`config.mk`:
```
export PLATFORM = sky130hd
export DESIGN_NAME = mia_top
export DESIGN_NICKNAME = d
export VERILOG_FILES = /design/src/hdl/mia_pulse_gen.v /design/src/hdl/mia_top.v
export VERILOG_INCLUDE_DIRS = /design/src /design/src/hdl
export SDC_FILE = /design/constraint.sdc
export NUM_CORES = 1
export LEC_CHECK = 0
export ABC_CLOCK_PERIOD_IN_PS = 7600
export BUFFER_PORTS_ARGS = -buffer_cell sky130_fd_sc_hd__buf_4
export CORE_AREA = 8 8 148 150
export DETAILED_ROUTE_END_ITERATION = 6
export DIE_AREA = 0 0 156 158
export PLACE_DENSITY = 0.81
export SKIP_CTS_REPAIR_TIMING = 1
export SLEW_MARGIN = 40
export SYNTH_ARGS = -nofsm -noshare
export SYNTH_HDL_FRONTEND = slang
export SYNTH_HIERARCHICAL = 1
export SYNTH_SLANG_ARGS = --single-unit
```
`constraint.sdc`:
```
create_clock -name clock_i -period 7.6 [get_ports clock_i]
set_clock_uncertainty 0.05 [all_clocks]
set_input_delay 1.52 -clock clock_i [delete_from_list [all_inputs] [get_ports clock_i]]
set_output_delay 1.52 -clock clock_i [all_outputs]
set_load 0.03 [all_outputs]
```
`src/hdl/mia_defines.vh`:
```
// Register offsets, field positions and reset values of the MAC interrupt aggregator.
// Assumes inclusion by bare name from the design files under hdl/.
`ifndef MIA_DEFINES_VH
`define MIA_DEFINES_VH

// ****************************************************************
// Register byte offsets
// ****************************************************************
`define MIA_ADDR_W          8
`define MIA_OFS_VECTOR      8'h00
`define MIA_OFS_USER_RAW    8'h04
`define MIA_OFS_USER_MASKED 8'h08
`define MIA_OFS_USER_EN_SET 8'h0C
`define MIA_OFS_USER_EN_CLR 8'h10
`define MIA_OFS_TX_EN_SET   8'h14
`define MIA_OFS_TX_EN_CLR   8'h18
`define MIA_OFS_RX_EN_SET   8'h1C
`define MIA_OFS_RX_EN_CLR   8'h20
`define MIA_OFS_MAC_EN_SET  8'h24
`define MIA_OFS_MAC_EN_CLR  8'h28
`define MIA_OFS_GATE        8'h2C
`define MIA_OFS_EVT_STAT    8'h30
`define MIA_OFS_EVT_MASK    8'h34

// ****************************************************************
// Field layouts
// ****************************************************************
`define MIA_VEC_RX_LSB      0
`define MIA_VEC_THR_LSB     8
`define MIA_VEC_TX_LSB      16
`define MIA_VEC_USER        24
`define MIA_VEC_LINK        25
`define MIA_VEC_HOST        26
`define MIA_VEC_STAT        27
`define MIA_RX_THR_EN_LSB   8
`define MIA_MAC_EN_STAT     0
`define MIA_MAC_EN_HOST     1
`define MIA_EVT_RX_LSB      8
`define MIA_EVT_USER_LSB    16
`define MIA_EVT_HOST        18
`define MIA_EVT_W           19
`define MIA_GATE_W          12
`define MIA_CORES           3
`define MIA_CHANS           8
`define MIA_CNT_W           16
`define MIA_SYS_EVENT_BASE  5

// ****************************************************************
// Reset values
// ****************************************************************
`define MIA_ZERO32          32'h0000_0000
`define MIA_GATE_RST        12'h000
`endif

```
`src/hdl/mia_pulse_gen.v`:
```
// One-cycle pulse generator: a rising edge on a level, gated by an enable.
// Assumes level_i is already in the clock_i domain.
`timescale 1ns/100ps
`default_nettype none

module mia_pulse_gen #(
   parameter         W         = 8,
   parameter [W-1:0] PREV_INIT = {W{1'b0}}
) (
   input  wire         clock_i,
   input  wire         rst_n_i,
   input  wire [W-1:0] level_i,
   input  wire [W-1:0] enable_i,
   output reg  [W-1:0] pulse_o
);

   reg [W-1:0] prev_q;

   // ****************************************************************
   // Edge detect, one flop of history per channel
   // ****************************************************************
   // A held level never repeats the pulse; channels are independent
   always @(posedge clock_i or negedge rst_n_i) begin
      if (!rst_n_i) begin
         prev_q  <= PREV_INIT;
         pulse_o <= {W{1'b0}};
      end else begin
         prev_q  <= level_i;
         pulse_o <= level_i & ~prev_q & enable_i;
      end
   end

endmodule

`default_nettype wire

```
`src/hdl/mia_top.v`:
```
// MAC subsystem interrupt aggregator: vector word, user-access done, pulses, core events.
// Assumes all event inputs come from logic on clock_i; registers reached by a plain port.
//
// Functional notes
// - User-access done interrupt when in-progress falls and its enable is set.
// - Raw register records each user-access completion regardless of mask.
// - Masked bit sets on enabled completion; writing one clears it.
// - Every vector source except user-access done is a level held while its cause stays active; user-access done holds until cleared.
// - Re-enabling the gate with a source active gives a fresh rising edge.
// - Levels combine into processor outputs; cause readable from vector register.
// - Vector: 31:28 zero, stats, host, link, user, tx, threshold, rx.
// - Combined interrupts reach the processor as system events 5 to 8.
// - Eight transmit pulses, enabled by set register, disabled by clear register.
// - One transmit pulse per finished DMA transfer, no acknowledgement.
// - Eight receive pulses, enabled by set register, disabled by clear register.
// - One receive pulse per finished receive DMA transfer, no acknowledgement.
// - Twelve event outputs, nine of them used at system level.
// - Per-core misc, rx, tx, threshold events; first three also to shared combiner.
// - Statistics level asserts while enabled and any counter MSB is set.
// - Threshold level asserts while enabled and free count at or below threshold.
`timescale 1ns/100ps
`default_nettype none
`include "mia_defines.vh"

module mia_top (
   input  wire                                   clock_i,
   input  wire                                   arst_n_i,
   // Register port
   input  wire [`MIA_ADDR_W-1:0]                 reg_addr_i,
   input  wire [31:0]                            reg_wdata_i,
   input  wire                                   reg_wr_i,
   input  wire                                   reg_rd_i,
   output reg  [31:0]                            reg_rdata_o,
   // Management unit
   input  wire [1:0]                             mgmt_user_access_reg_i,
   input  wire                                   phy_link_change_pending_i,
   // MAC level sources
   input  wire                                   stats_overflow_level_i,
   input  wire                                   descriptor_error_pending_i,
   input  wire [`MIA_CHANS-1:0]                  tx_completion_pending_i,
   input  wire [`MIA_CHANS-1:0]                  rx_completion_pending_i,
   input  wire [`MIA_CHANS*`MIA_CNT_W-1:0]       rx_free_count_i,
   input  wire [`MIA_CHANS*`MIA_CNT_W-1:0]       rx_flow_thresh_i,
   // DMA completion strobes
   input  wire [`MIA_CHANS-1:0]                  tx_dma_done_i,
   input  wire [`MIA_CHANS-1:0]                  rx_dma_done_i,
   // Pulse interrupts
   output wire [`MIA_CHANS-1:0]                  tx_pulse_o,
   output wire [`MIA_CHANS-1:0]                  rx_pulse_o,
   // Per-core events
   output reg  [`MIA_CORES-1:0]                  core_misc_event_o,
   output reg  [`MIA_CORES-1:0]                  core_rx_event_o,
   output reg  [`MIA_CORES-1:0]                  core_tx_event_o,
   output reg  [`MIA_CORES-1:0]                  core_rx_low_event_o,
   // Shared combiner: misc, rx, tx
   output reg  [2:0]                             shared_event_combiner_o,
   output wire                                   user_access_done_irq_o,
   output wire                                   irq_o
);

   // ****************************************************************
   // Reset synchroniser
   // ****************************************************************
   reg rst_meta_q;
   reg rst_n_q;

   always @(posedge clock_i or negedge arst_n_i) begin
      if (!arst_n_i) begin
         rst_meta_q <= 1'b0;
         rst_n_q    <= 1'b0;
      end else begin
         rst_meta_q <= 1'b1;
         rst_n_q    <= rst_meta_q;
      end
   end

   // ****************************************************************
   // Functions
   // ****************************************************************
   function hit;
      input [`MIA_ADDR_W-1:0] addr;
      input [`MIA_ADDR_W-1:0] ofs;
      begin
         hit = (addr == ofs);
      end
   endfunction

   // Set-wins update for enable registers driven by set and clear ports
   function [31:0] set_clr;
      input [31:0] cur;
      input        set_wr;
      input        clr_wr;
      input [31:0] data;
      begin
         set_clr = cur;
         if (clr_wr) begin
            set_clr = set_clr & ~data;
         end
         if (set_wr) begin
            set_clr = set_clr | data;
         end
      end
   endfunction

   // ****************************************************************
   // Register state
   // ****************************************************************
   reg  [1:0]               user_raw_q;
   reg  [1:0]               user_done_enable_q;
   reg  [`MIA_CHANS-1:0]    tx_en_q;
   reg  [2*`MIA_CHANS-1:0]  rx_en_q;
   reg  [1:0]               mac_en_q;
   reg  [`MIA_GATE_W-1:0]   ctrl_unit_irq_gate_q;
   reg  [`MIA_EVT_W-1:0]    evt_stat_q;
   reg  [`MIA_EVT_W-1:0]    evt_mask_q;
   reg                      host_prev_q;

   wire                     wr_user_masked = reg_wr_i & hit(reg_addr_i, `MIA_OFS_USER_MASKED);
   wire                     wr_user_set    = reg_wr_i & hit(reg_addr_i, `MIA_OFS_USER_EN_SET);
   wire                     wr_user_clr    = reg_wr_i & hit(reg_addr_i, `MIA_OFS_USER_EN_CLR);
   wire                     wr_tx_set      = reg_wr_i & hit(reg_addr_i, `MIA_OFS_TX_EN_SET);
   wire                     wr_tx_clr      = reg_wr_i & hit(reg_addr_i, `MIA_OFS_TX_EN_CLR);
   wire                     wr_rx_set      = reg_wr_i & hit(reg_addr_i, `MIA_OFS_RX_EN_SET);
   wire                     wr_rx_clr      = reg_wr_i & hit(reg_addr_i, `MIA_OFS_RX_EN_CLR);
   wire                     wr_mac_set     = reg_wr_i & hit(reg_addr_i, `MIA_OFS_MAC_EN_SET);
   wire                     wr_mac_clr     = reg_wr_i & hit(reg_addr_i, `MIA_OFS_MAC_EN_CLR);
   wire                     wr_gate        = reg_wr_i & hit(reg_addr_i, `MIA_OFS_GATE);
   wire                     wr_evt_stat    = reg_wr_i & hit(reg_addr_i, `MIA_OFS_EVT_STAT);
   wire                     wr_evt_mask    = reg_wr_i & hit(reg_addr_i, `MIA_OFS_EVT_MASK);

   // ****************************************************************
   // Completion pulses
   // ****************************************************************
   wire [1:0]               user_done;

   // Falling in-progress flag is the completion; history starts at idle-high
   // so that a flag low out of reset is not taken as a completion
   mia_pulse_gen #(
      .W         (2),
      .PREV_INIT (2'b11)
   ) u_user_done (
      .clock_i  (clock_i),
      .rst_n_i  (rst_n_q),
      .level_i  (~mgmt_user_access_reg_i),
      .enable_i (2'b11),
      .pulse_o  (user_done)
   );

   mia_pulse_gen #(
      .W (`MIA_CHANS)
   ) u_tx_pulse (
      .clock_i  (clock_i),
      .rst_n_i  (rst_n_q),
      .level_i  (tx_dma_done_i),
      .enable_i (tx_en_q),
      .pulse_o  (tx_pulse_o)
   );

   mia_pulse_gen #(
      .W (`MIA_CHANS)
   ) u_rx_pulse (
      .clock_i  (clock_i),
      .rst_n_i  (rst_n_q),
      .level_i  (rx_dma_done_i),
      .enable_i (rx_en_q[`MIA_CHANS-1:0]),
      .pulse_o  (rx_pulse_o)
   );

   // ****************************************************************
   // Level sources
   // ****************************************************************
   reg  [`MIA_CHANS-1:0]    thr_below;
   integer                  ch;

   always @* begin
      thr_below = {`MIA_CHANS{1'b0}};
      for (ch = 0; ch < `MIA_CHANS; ch = ch + 1) begin
         thr_below[ch] = rx_free_count_i[ch*`MIA_CNT_W +: `MIA_CNT_W]
                         <= rx_flow_thresh_i[ch*`MIA_CNT_W +: `MIA_CNT_W];
      end
   end

   wire [`MIA_CHANS-1:0]    rx_low_buffer_pending  = thr_below
                                                   & rx_en_q[`MIA_RX_THR_EN_LSB +: `MIA_CHANS];
   wire                     stats_overflow_pending = stats_overflow_level_i
                                                   & mac_en_q[`MIA_MAC_EN_STAT];
   wire                     host_pending           = descriptor_error_pending_i
                                                   & mac_en_q[`MIA_MAC_EN_HOST];
   wire [1:0]               user_masked            = user_raw_q & user_done_enable_q;
   wire                     user_access_done_pending = |user_masked;

   // Level held for as long as the masked bit stands
   assign user_access_done_irq_o = user_access_done_pending;

   wire [31:0]              vector = {4'h0,
                                      stats_overflow_pending,
                                      host_pending,
                                      phy_link_change_pending_i,
                                      user_access_done_pending,
                                      tx_completion_pending_i,
                                      rx_low_buffer_pending,
                                      rx_completion_pending_i};

   // ****************************************************************
   // Register writes
   // ****************************************************************
   wire [31:0]              tx_en_d   = set_clr({24'h0, tx_en_q}, wr_tx_set, wr_tx_clr, reg_wdata_i);
   wire [31:0]              rx_en_d   = set_clr({16'h0, rx_en_q}, wr_rx_set, wr_rx_clr, reg_wdata_i);
   wire [31:0]              mac_en_d  = set_clr({30'h0, mac_en_q}, wr_mac_set, wr_mac_clr, reg_wdata_i);
   wire [31:0]              user_en_d = set_clr({30'h0, user_done_enable_q}, wr_user_set, wr_user_clr,
                                                reg_wdata_i);
   wire                     host_rise = descriptor_error_pending_i & ~host_prev_q;
   wire [`MIA_EVT_W-1:0]    evt_set   = {host_rise, user_done, rx_dma_done_i, tx_dma_done_i};

   always @(posedge clock_i or negedge rst_n_q) begin
      if (!rst_n_q) begin
         user_raw_q           <= 2'b00;
         user_done_enable_q   <= 2'b00;
         tx_en_q              <= {`MIA_CHANS{1'b0}};
         rx_en_q              <= {2*`MIA_CHANS{1'b0}};
         mac_en_q             <= 2'b00;
         ctrl_unit_irq_gate_q <= `MIA_GATE_RST;
         evt_stat_q           <= {`MIA_EVT_W{1'b0}};
         evt_mask_q           <= {`MIA_EVT_W{1'b0}};
         host_prev_q          <= 1'b0;
      end else begin
         // Raw capture ignores the mask; clearing the masked bit also clears raw,
         // a fresh completion in the same cycle wins over the clear
         user_raw_q <= (user_raw_q & ~(wr_user_masked ? reg_wdata_i[1:0] : 2'b00))
                       | user_done;
         user_done_enable_q <= user_en_d[1:0];
         tx_en_q            <= tx_en_d[`MIA_CHANS-1:0];
         rx_en_q            <= rx_en_d[2*`MIA_CHANS-1:0];
         mac_en_q           <= mac_en_d[1:0];
         if (wr_gate) begin
            ctrl_unit_irq_gate_q <= reg_wdata_i[`MIA_GATE_W-1:0];
         end
         evt_stat_q <= (evt_stat_q & ~(wr_evt_stat ? reg_wdata_i[`MIA_EVT_W-1:0] : {`MIA_EVT_W{1'b0}}))
                       | evt_set;
         if (wr_evt_mask) begin
            evt_mask_q <= reg_wdata_i[`MIA_EVT_W-1:0];
         end
         host_prev_q <= descriptor_error_pending_i;
      end
   end

   assign irq_o = |(evt_stat_q & evt_mask_q);

   // ****************************************************************
   // Per-core event outputs
   // ****************************************************************
   // Gate bits per core c: [4c] misc, [4c+1] rx, [4c+2] tx, [4c+3] threshold.
   // Core 0 carries system events 5..8 in the order misc, rx, tx, threshold.
   // Registered AND with the gate: clearing then setting a gate bit while the
   // source stays high gives the processor a new rising edge.
   wire                     misc_level = stats_overflow_pending | host_pending
                                       | phy_link_change_pending_i | user_access_done_pending;
   wire                     rx_level   = |rx_completion_pending_i;
   wire                     tx_level   = |tx_completion_pending_i;
   wire                     thr_level  = |rx_low_buffer_pending;
   integer                  c;

   always @(posedge clock_i or negedge rst_n_q) begin
      if (!rst_n_q) begin
         core_misc_event_o       <= {`MIA_CORES{1'b0}};
         core_rx_event_o         <= {`MIA_CORES{1'b0}};
         core_tx_event_o         <= {`MIA_CORES{1'b0}};
         core_rx_low_event_o     <= {`MIA_CORES{1'b0}};
         shared_event_combiner_o <= 3'b000;
      end else begin
         for (c = 0; c < `MIA_CORES; c = c + 1) begin
            core_misc_event_o[c]   <= misc_level & ctrl_unit_irq_gate_q[4*c];
            core_rx_event_o[c]     <= rx_level   & ctrl_unit_irq_gate_q[4*c+1];
            core_tx_event_o[c]     <= tx_level   & ctrl_unit_irq_gate_q[4*c+2];
            core_rx_low_event_o[c] <= thr_level  & ctrl_unit_irq_gate_q[4*c+3];
         end
         // Threshold events stay per core only; the other nine reach the combiner
         shared_event_combiner_o <= {
            |({misc_level, misc_level, misc_level} & {ctrl_unit_irq_gate_q[8],
                                                      ctrl_unit_irq_gate_q[4],
                                                      ctrl_unit_irq_gate_q[0]}),
            |({rx_level, rx_level, rx_level} & {ctrl_unit_irq_gate_q[9],
                                                ctrl_unit_irq_gate_q[5],
                                                ctrl_unit_irq_gate_q[1]}),
            |({tx_level, tx_level, tx_level} & {ctrl_unit_irq_gate_q[10],
                                                ctrl_unit_irq_gate_q[6],
                                                ctrl_unit_irq_gate_q[2]})};
      end
   end

   // ****************************************************************
   // Register reads
   // ****************************************************************
   reg [31:0] rdata_d;

   always @* begin
      case (reg_addr_i)
         `MIA_OFS_VECTOR:      rdata_d = vector;
         `MIA_OFS_USER_RAW:    rdata_d = {30'h0, user_raw_q};
         `MIA_OFS_USER_MASKED: rdata_d = {30'h0, user_masked};
         `MIA_OFS_USER_EN_SET: rdata_d = {30'h0, user_done_enable_q};
         `MIA_OFS_USER_EN_CLR: rdata_d = {30'h0, user_done_enable_q};
         `MIA_OFS_TX_EN_SET:   rdata_d = {24'h0, tx_en_q};
         `MIA_OFS_TX_EN_CLR:   rdata_d = {24'h0, tx_en_q};
         `MIA_OFS_RX_EN_SET:   rdata_d = {16'h0, rx_en_q};
         `MIA_OFS_RX_EN_CLR:   rdata_d = {16'h0, rx_en_q};
         `MIA_OFS_MAC_EN_SET:  rdata_d = {30'h0, mac_en_q};
         `MIA_OFS_MAC_EN_CLR:  rdata_d = {30'h0, mac_en_q};
         `MIA_OFS_GATE:        rdata_d = {20'h0, ctrl_unit_irq_gate_q};
         `MIA_OFS_EVT_STAT:    rdata_d = {13'h0, evt_stat_q};
         `MIA_OFS_EVT_MASK:    rdata_d = {13'h0, evt_mask_q};
         default:              rdata_d = `MIA_ZERO32;
      endcase
   end

   // Read data stand only in the cycle after the strobe
   always @(posedge clock_i or negedge rst_n_q) begin
      if (!rst_n_q) begin
         reg_rdata_o <= `MIA_ZERO32;
      end else if (reg_rd_i) begin
         reg_rdata_o <= rdata_d;
      end else begin
         reg_rdata_o <= `MIA_ZERO32;
      end
   end

endmodule

`default_nettype wire

```
== After elaboration in Yosys (flattened, before gate mapping) ==
Cells that the tools add are included.

* Shifts and indexed selects: 0
* Reductions and logical operators: 13
* Div/mod/pow operators: 0
* Bitwise gates (word level): 61
* Multiply operators: 0
* Magnitude comparators: 8
* Add/subtract/negate cells: 0
* Equal/unequal tests: 13
* Muxes and demuxes: 12

{| class="wikitable"
|+ Operators with widths
! kind !! number
|-
| one-hot mux 28 bit (10 select lines) || 1
|-
| <= comparator 16 bit || 8
|-
| bitwise AND 8 bit || 6
|-
| equality test 8 x 6 -> 1 bit, second input constant || 6
|-
| bitwise AND 19 bit || 2
|-
| equality test 8 x 5 -> 1 bit, second input constant || 4
|-
| two-way mux 16 bit || 2
|-
| two-way mux 28 bit || 1
|-
| bitwise AND 1 bit || 27
|-
| OR reduction 8 bit || 3
|-
| two-way mux 19 bit || 1
|-
| NOT 19 bit || 1
|-
| bitwise OR 19 bit || 1
|-
| OR reduction 19 bit || 1
|-
| bitwise AND 16 bit || 1
|-
| equality test 8 x 4 -> 1 bit, second input constant || 2
|-
| two-way mux 8 bit || 2
|-
| NOT 16 bit || 1
|-
| NOT 8 bit || 2
|-
| bitwise OR 16 bit || 1
|-
| bitwise AND 2 bit || 5
|-
| two-way mux 2 bit || 5
|-
| OR reduction 2 bit || 5
|-
| bitwise AND 3 bit || 3
|-
| other kinds (8) || 16
|}

* ROM bits: 0
* Latch bits: 0
* Register bits after elaboration: 166
* Logic and storage cells: 130
* Memories: 0
* RAM bits: 0

== Depth between registers and ports, before layout ==
* Word-level depth: 6
* Mapped depth: 10
* Mapped depth without buffers: 9

== Cells and area by module ==
Netlist, hierarchy kept.

{| class="wikitable"
|+ By module, submodules not included
! module !! times used !! area each (um^2) !! cells each
|-
| mia_top || 1 || 8525.7 || 910
|-
| mia_pulse_gen at u_rx_pulse ... || 2 || 470.5 || 24
|-
| mia_pulse_gen at u_user_done || 1 || 120.1 || 6
|}

== Worst setup path before layout ==
Ideal clock, no wire load.

* Kind: input-to-reg
* From: input port rx_flow_thresh_i[113]
* To: register core_rx_low_event_o[0]
* Path slack: 4254 ps
* Stages on the path: 9
* Data required time: 7466 ps
* Path buffers: 0
* Data arrival time: 3212 ps
* Path through: inv_1 ha_1 nor2b_1 o211ai_1 a2111oi_0 or4b_2 o21ai_0 nor4_1 a21boi_0

* Longest elaborated chain between the ends: 4

{| class="wikitable"
|+ RTL lines
! item !! line !! RTL
|-
| start: declaration || mia_top.v:43 || <nowiki>input wire [`MIA_CHANS*`MIA_CNT_W-1:0] rx_flow_thresh_i,</nowiki>
|-
| <= comparator 16 bit || mia_top.v:178 || <nowiki>thr_below[ch] = rx_free_count_i[ch*`MIA_CNT_W +: `MIA_CNT_W]</nowiki>
|-
| bitwise AND 8 bit || mia_top.v:183 || <nowiki>wire [`MIA_CHANS-1:0] rx_low_buffer_pending = thr_below</nowiki>
|-
| OR reduction 8 bit || mia_top.v:260 || <nowiki>wire thr_level = |rx_low_buffer_pending;</nowiki>
|-
| bitwise AND 1 bit || mia_top.v:275 || <nowiki>core_rx_low_event_o[c] <= thr_level & ctrl_unit_irq_gate_q[4*c+3];</nowiki>
|-
| end signal: assignment || mia_top.v:268 || <nowiki>core_rx_low_event_o <= {`MIA_CORES{1'b0}};</nowiki>
|-
| end signal: indexed assignment || mia_top.v:275 ||
|-
| end: declaration || mia_top.v:54 || <nowiki>output reg [`MIA_CORES-1:0] core_rx_low_event_o,</nowiki>
|}

Every way passes these cells.
A chain may end at the register's enable or synchronous reset.

== Final worst setup path ==
* From: input port reg_addr_i[7]
* To: register ctrl_unit_irq_gate_q[2]

* Longest elaborated chain between the ends: 2

{| class="wikitable"
|+ RTL lines
! item !! line !! RTL
|-
| start: declaration || mia_top.v:29 || <nowiki>input wire [`MIA_ADDR_W-1:0] reg_addr_i,</nowiki>
|-
| equality test 8 x 6 -> 1 bit || mia_top.v:84 || <nowiki>hit = (addr == ofs);</nowiki>
|-
| bitwise AND 1 bit || mia_top.v:127 || <nowiki>wire wr_gate = reg_wr_i & hit(reg_addr_i, `MIA_OFS_GATE);</nowiki>
|-
| end signal: assignment || mia_top.v:222 || <nowiki>ctrl_unit_irq_gate_q <= `MIA_GATE_RST;</nowiki>
|-
| end signal: assignment || mia_top.v:236 || <nowiki>ctrl_unit_irq_gate_q <= reg_wdata_i[`MIA_GATE_W-1:0];</nowiki>
|-
| end: declaration || mia_top.v:113 || <nowiki>reg [`MIA_GATE_W-1:0] ctrl_unit_irq_gate_q;</nowiki>
|}

Every way passes these cells.

==> out/qor.yml <==
fp.dieH_um: 158
tns_ns: 0
grt_pass1_wl_um: 50600
rsz0062_at_grt: "no"
tritoncts: "done"
fin_crit_sh: 0.480
grt_pass1_vias: 9234
grt_use_total: 0.267
relSlewSlack: 0.471
ys_ff_latch: 162
synth.distinct_cells: 54
p_sw_w: 0.000618
p_leak_nw: 7.09
start_util: 0.486
crit_path_start_kind: "input port"
gp_congestion: 0.942
r2r_end: "core_tx_event_o[1]"
worstMarginPinSlew_ns: 0.790
combinationalPowerShare: 0.178
p_clk_frac: 0.399
status: "finished, violations left"
drive_gt1_frac: 0.343
slew_violations: 0
synth-main-ff-cell: "dfrtp_1"
wl_um: 34100
via_per_inst: 5.61
io_pins: 402
r2r-start: "rst_n_q"
worstSetupPathType: "in2reg"
nNetsFinal: 1821
cp-end-kind: "flop"
grt_overflow: 0
core-area_mm2: 0.0197
cts_made_buffers: 17
synth_edf_count: 0
syn-instance-count: 964
avgSynthCellArea_um2: 9.94
hold_path_class: "reg2async"
portBuffers: 384
arrival_ns: 3.90
via_count: 9194
post-place-ws_ns: 3.42
cts_sinks: 162
synth.most_common_cell: "dfrtp_1"
synth-async-reset-ratio: 1.00
cts.path.max_buffers: 2
crit_start: "reg_addr_i[7]"
power.density_mw_per_mm2: 161
path_clk_slew_ns: 0.08
setup_violations: 0
cts_root_buf: "clkbuf_16"
netlist_area_mm2: 0.00959
fin_ws_ns: 3.95
yosysWarnings: 6
finalHoldViolCount: 0
synth_area_leader_cell: "dfrtp_1"
required_ns: 7.86
drt-initial-drc-count: 741
seqPwrFrac: 0.423
insertion_delay_ns: 0.43
drc: 2
endpoint: "ctrl_unit_irq_gate_q[2]"
first_pass_iters: 7
ant_nets: 0
htree_levels: 4
grt_max_degree: 70
die-area_mm2: 0.0246
synth.yosys.seq_area_share: 0.423
num_rows: 52
drv_cap: 0
synth_common_cells: "160 x dfrtp_1, 139 x inv_1, 128 x ha_1"
p_int_w: 0.00154
switching_share: 0.286
synth_top_cell_area_share: 0.418
cp_max_fo: 13
dp_hpwl_um: 27200
timing.fmax_mhz: 274
chipWidth_um: 156
min_period_ns: 3.65
wl_per_cell_um: 20.8
synth.top_cells.by_area: "dfrtp_1 42%, ha_1 17%, inv_1 5.4%"
reg2reg_slack_ns: 5.53
syn_to_final_growth_pct: 39.7
violations: "design-rule violations"
reg2reg_depth: 2
antenna_found_initial: 1
ir_drop_v: 0.000185
layer usage:
layer,up-vias,wire length (um),part of all wire,GRT usage
met5,-,0,0,0
met4,0,1060,0.031,0.105
met3,73,3080,0.090,0.0699
met2,481,17500,0.51,0.475
met1,4392,12400,0.36,0.300
li1,4248,-,-,-
cells by family after synthesis:
kind of cell / share of synthesized area
AO/OA/AOI/OAI: 0.154
adder cells (fa/ha/maj): 0.167
buffers and inverters: 0.0684
flip-flops: 0.423
multiplexers: 0.0385
other: 0.000783
AND/OR/NAND/NOR: 0.148
cell usage in the layout (no fill, tap or decap), types with 3 or more instances in the layout:
master,count
nor2b_1,7
a21oi_1,55
nor4_1,9
inv_6,3
nor2_1,24
nand2_1,109
conb_1,7
and2_1,12
dfrtp_1,159
or3_1,5
nor3_1,4
a22oi_1,7
mux2_2,31
and4_1,5
o21ai_0,25
a31oi_1,10
inv_8,4
or4b_2,3
a21o_1,24
nand3_1,20
nand3b_1,3
nand4_1,22
a222oi_1,26
clkinv_8,6
o211ai_1,5
a221oi_1,7
ha_1,128
and3_1,11
a22o_1,25
and3b_1,18
clkbuf_16,17
buf_4,390
inv_1,139
a2111oi_0,3
a21boi_0,6
power by group through the flow:
| stage | Combinational [W] | Clock [W] | Sequential [W] |
|---|---|---|---|
| global route | 0.000429 | 0.000905 | 0.000915 |
| global placement | 0.000369 | 0 | 0.000926 |
| CTS | 0.000385 | 0.000867 | 0.000911 |
| finish | 0.000384 | 0.000861 | 0.000912 |
| detailed placement | 0.000382 | 0 | 0.000927 |
| floorplan | 0.000158 | 0 | 0.000940 |
worst min-delay path by stage:
| stage | from | endpoint | slack [ns] | cells after the start |
|---|---|---|---|---|
| CTS | rst_n_q | u_rx_pulse/prev_q[1] | 0.26 | 0 |
| finish | rst_n_q | u_rx_pulse/pulse_o[3] | 0.24 | 0 |
| detailed placement | rst_n_q | u_rx_pulse/prev_q[3] | 0.25 | 0 |
| floorplan | rst_meta_q | rst_n_q | 0.28 | 0 |
| global route | rst_n_q | u_rx_pulse/pulse_o[3] | 0.30 | 0 |
| global placement | rst_n_q | u_rx_pulse/prev_q[1] | 0.25 | 0 |
critical path, stage by stage:
cell and delay (ns):
buf_4 0.14, nor2_1 0.18, nand3b_1 0.34, nor2_2 0.66, nand2_1 0.60, mux2_2 0.45
metrics by stage:
stage	utilization	hold slack [ns]	cells	area (um2)	total power (W)
after floorplan	-	0.281	969	9610	0.00110
after global placement	0.647	0.246	1607	12800	0.00129
after detailed placement	0.648	0.252	1607	12800	0.00131
after CTS	0.679	0.258	1639	13400	0.00216
final	0.679	0.244	1640	13400	0.00216
after global routing	0.679	0.298	1640	13400	0.00225
area by class of cell:
cell class | instances | area (um2)
clock inverters | 15 | 186
fillers | 1515 | 6320
diodes | 1 | 2.50
multi-input cells | 645 | 4920
flip-flops and latches | 162 | 4060
well taps | 270 | 338
repair buffers | 391 | 2940
clock buffers | 17 | 425
inverters | 139 | 522
Power figures use the tool's default switching activity.
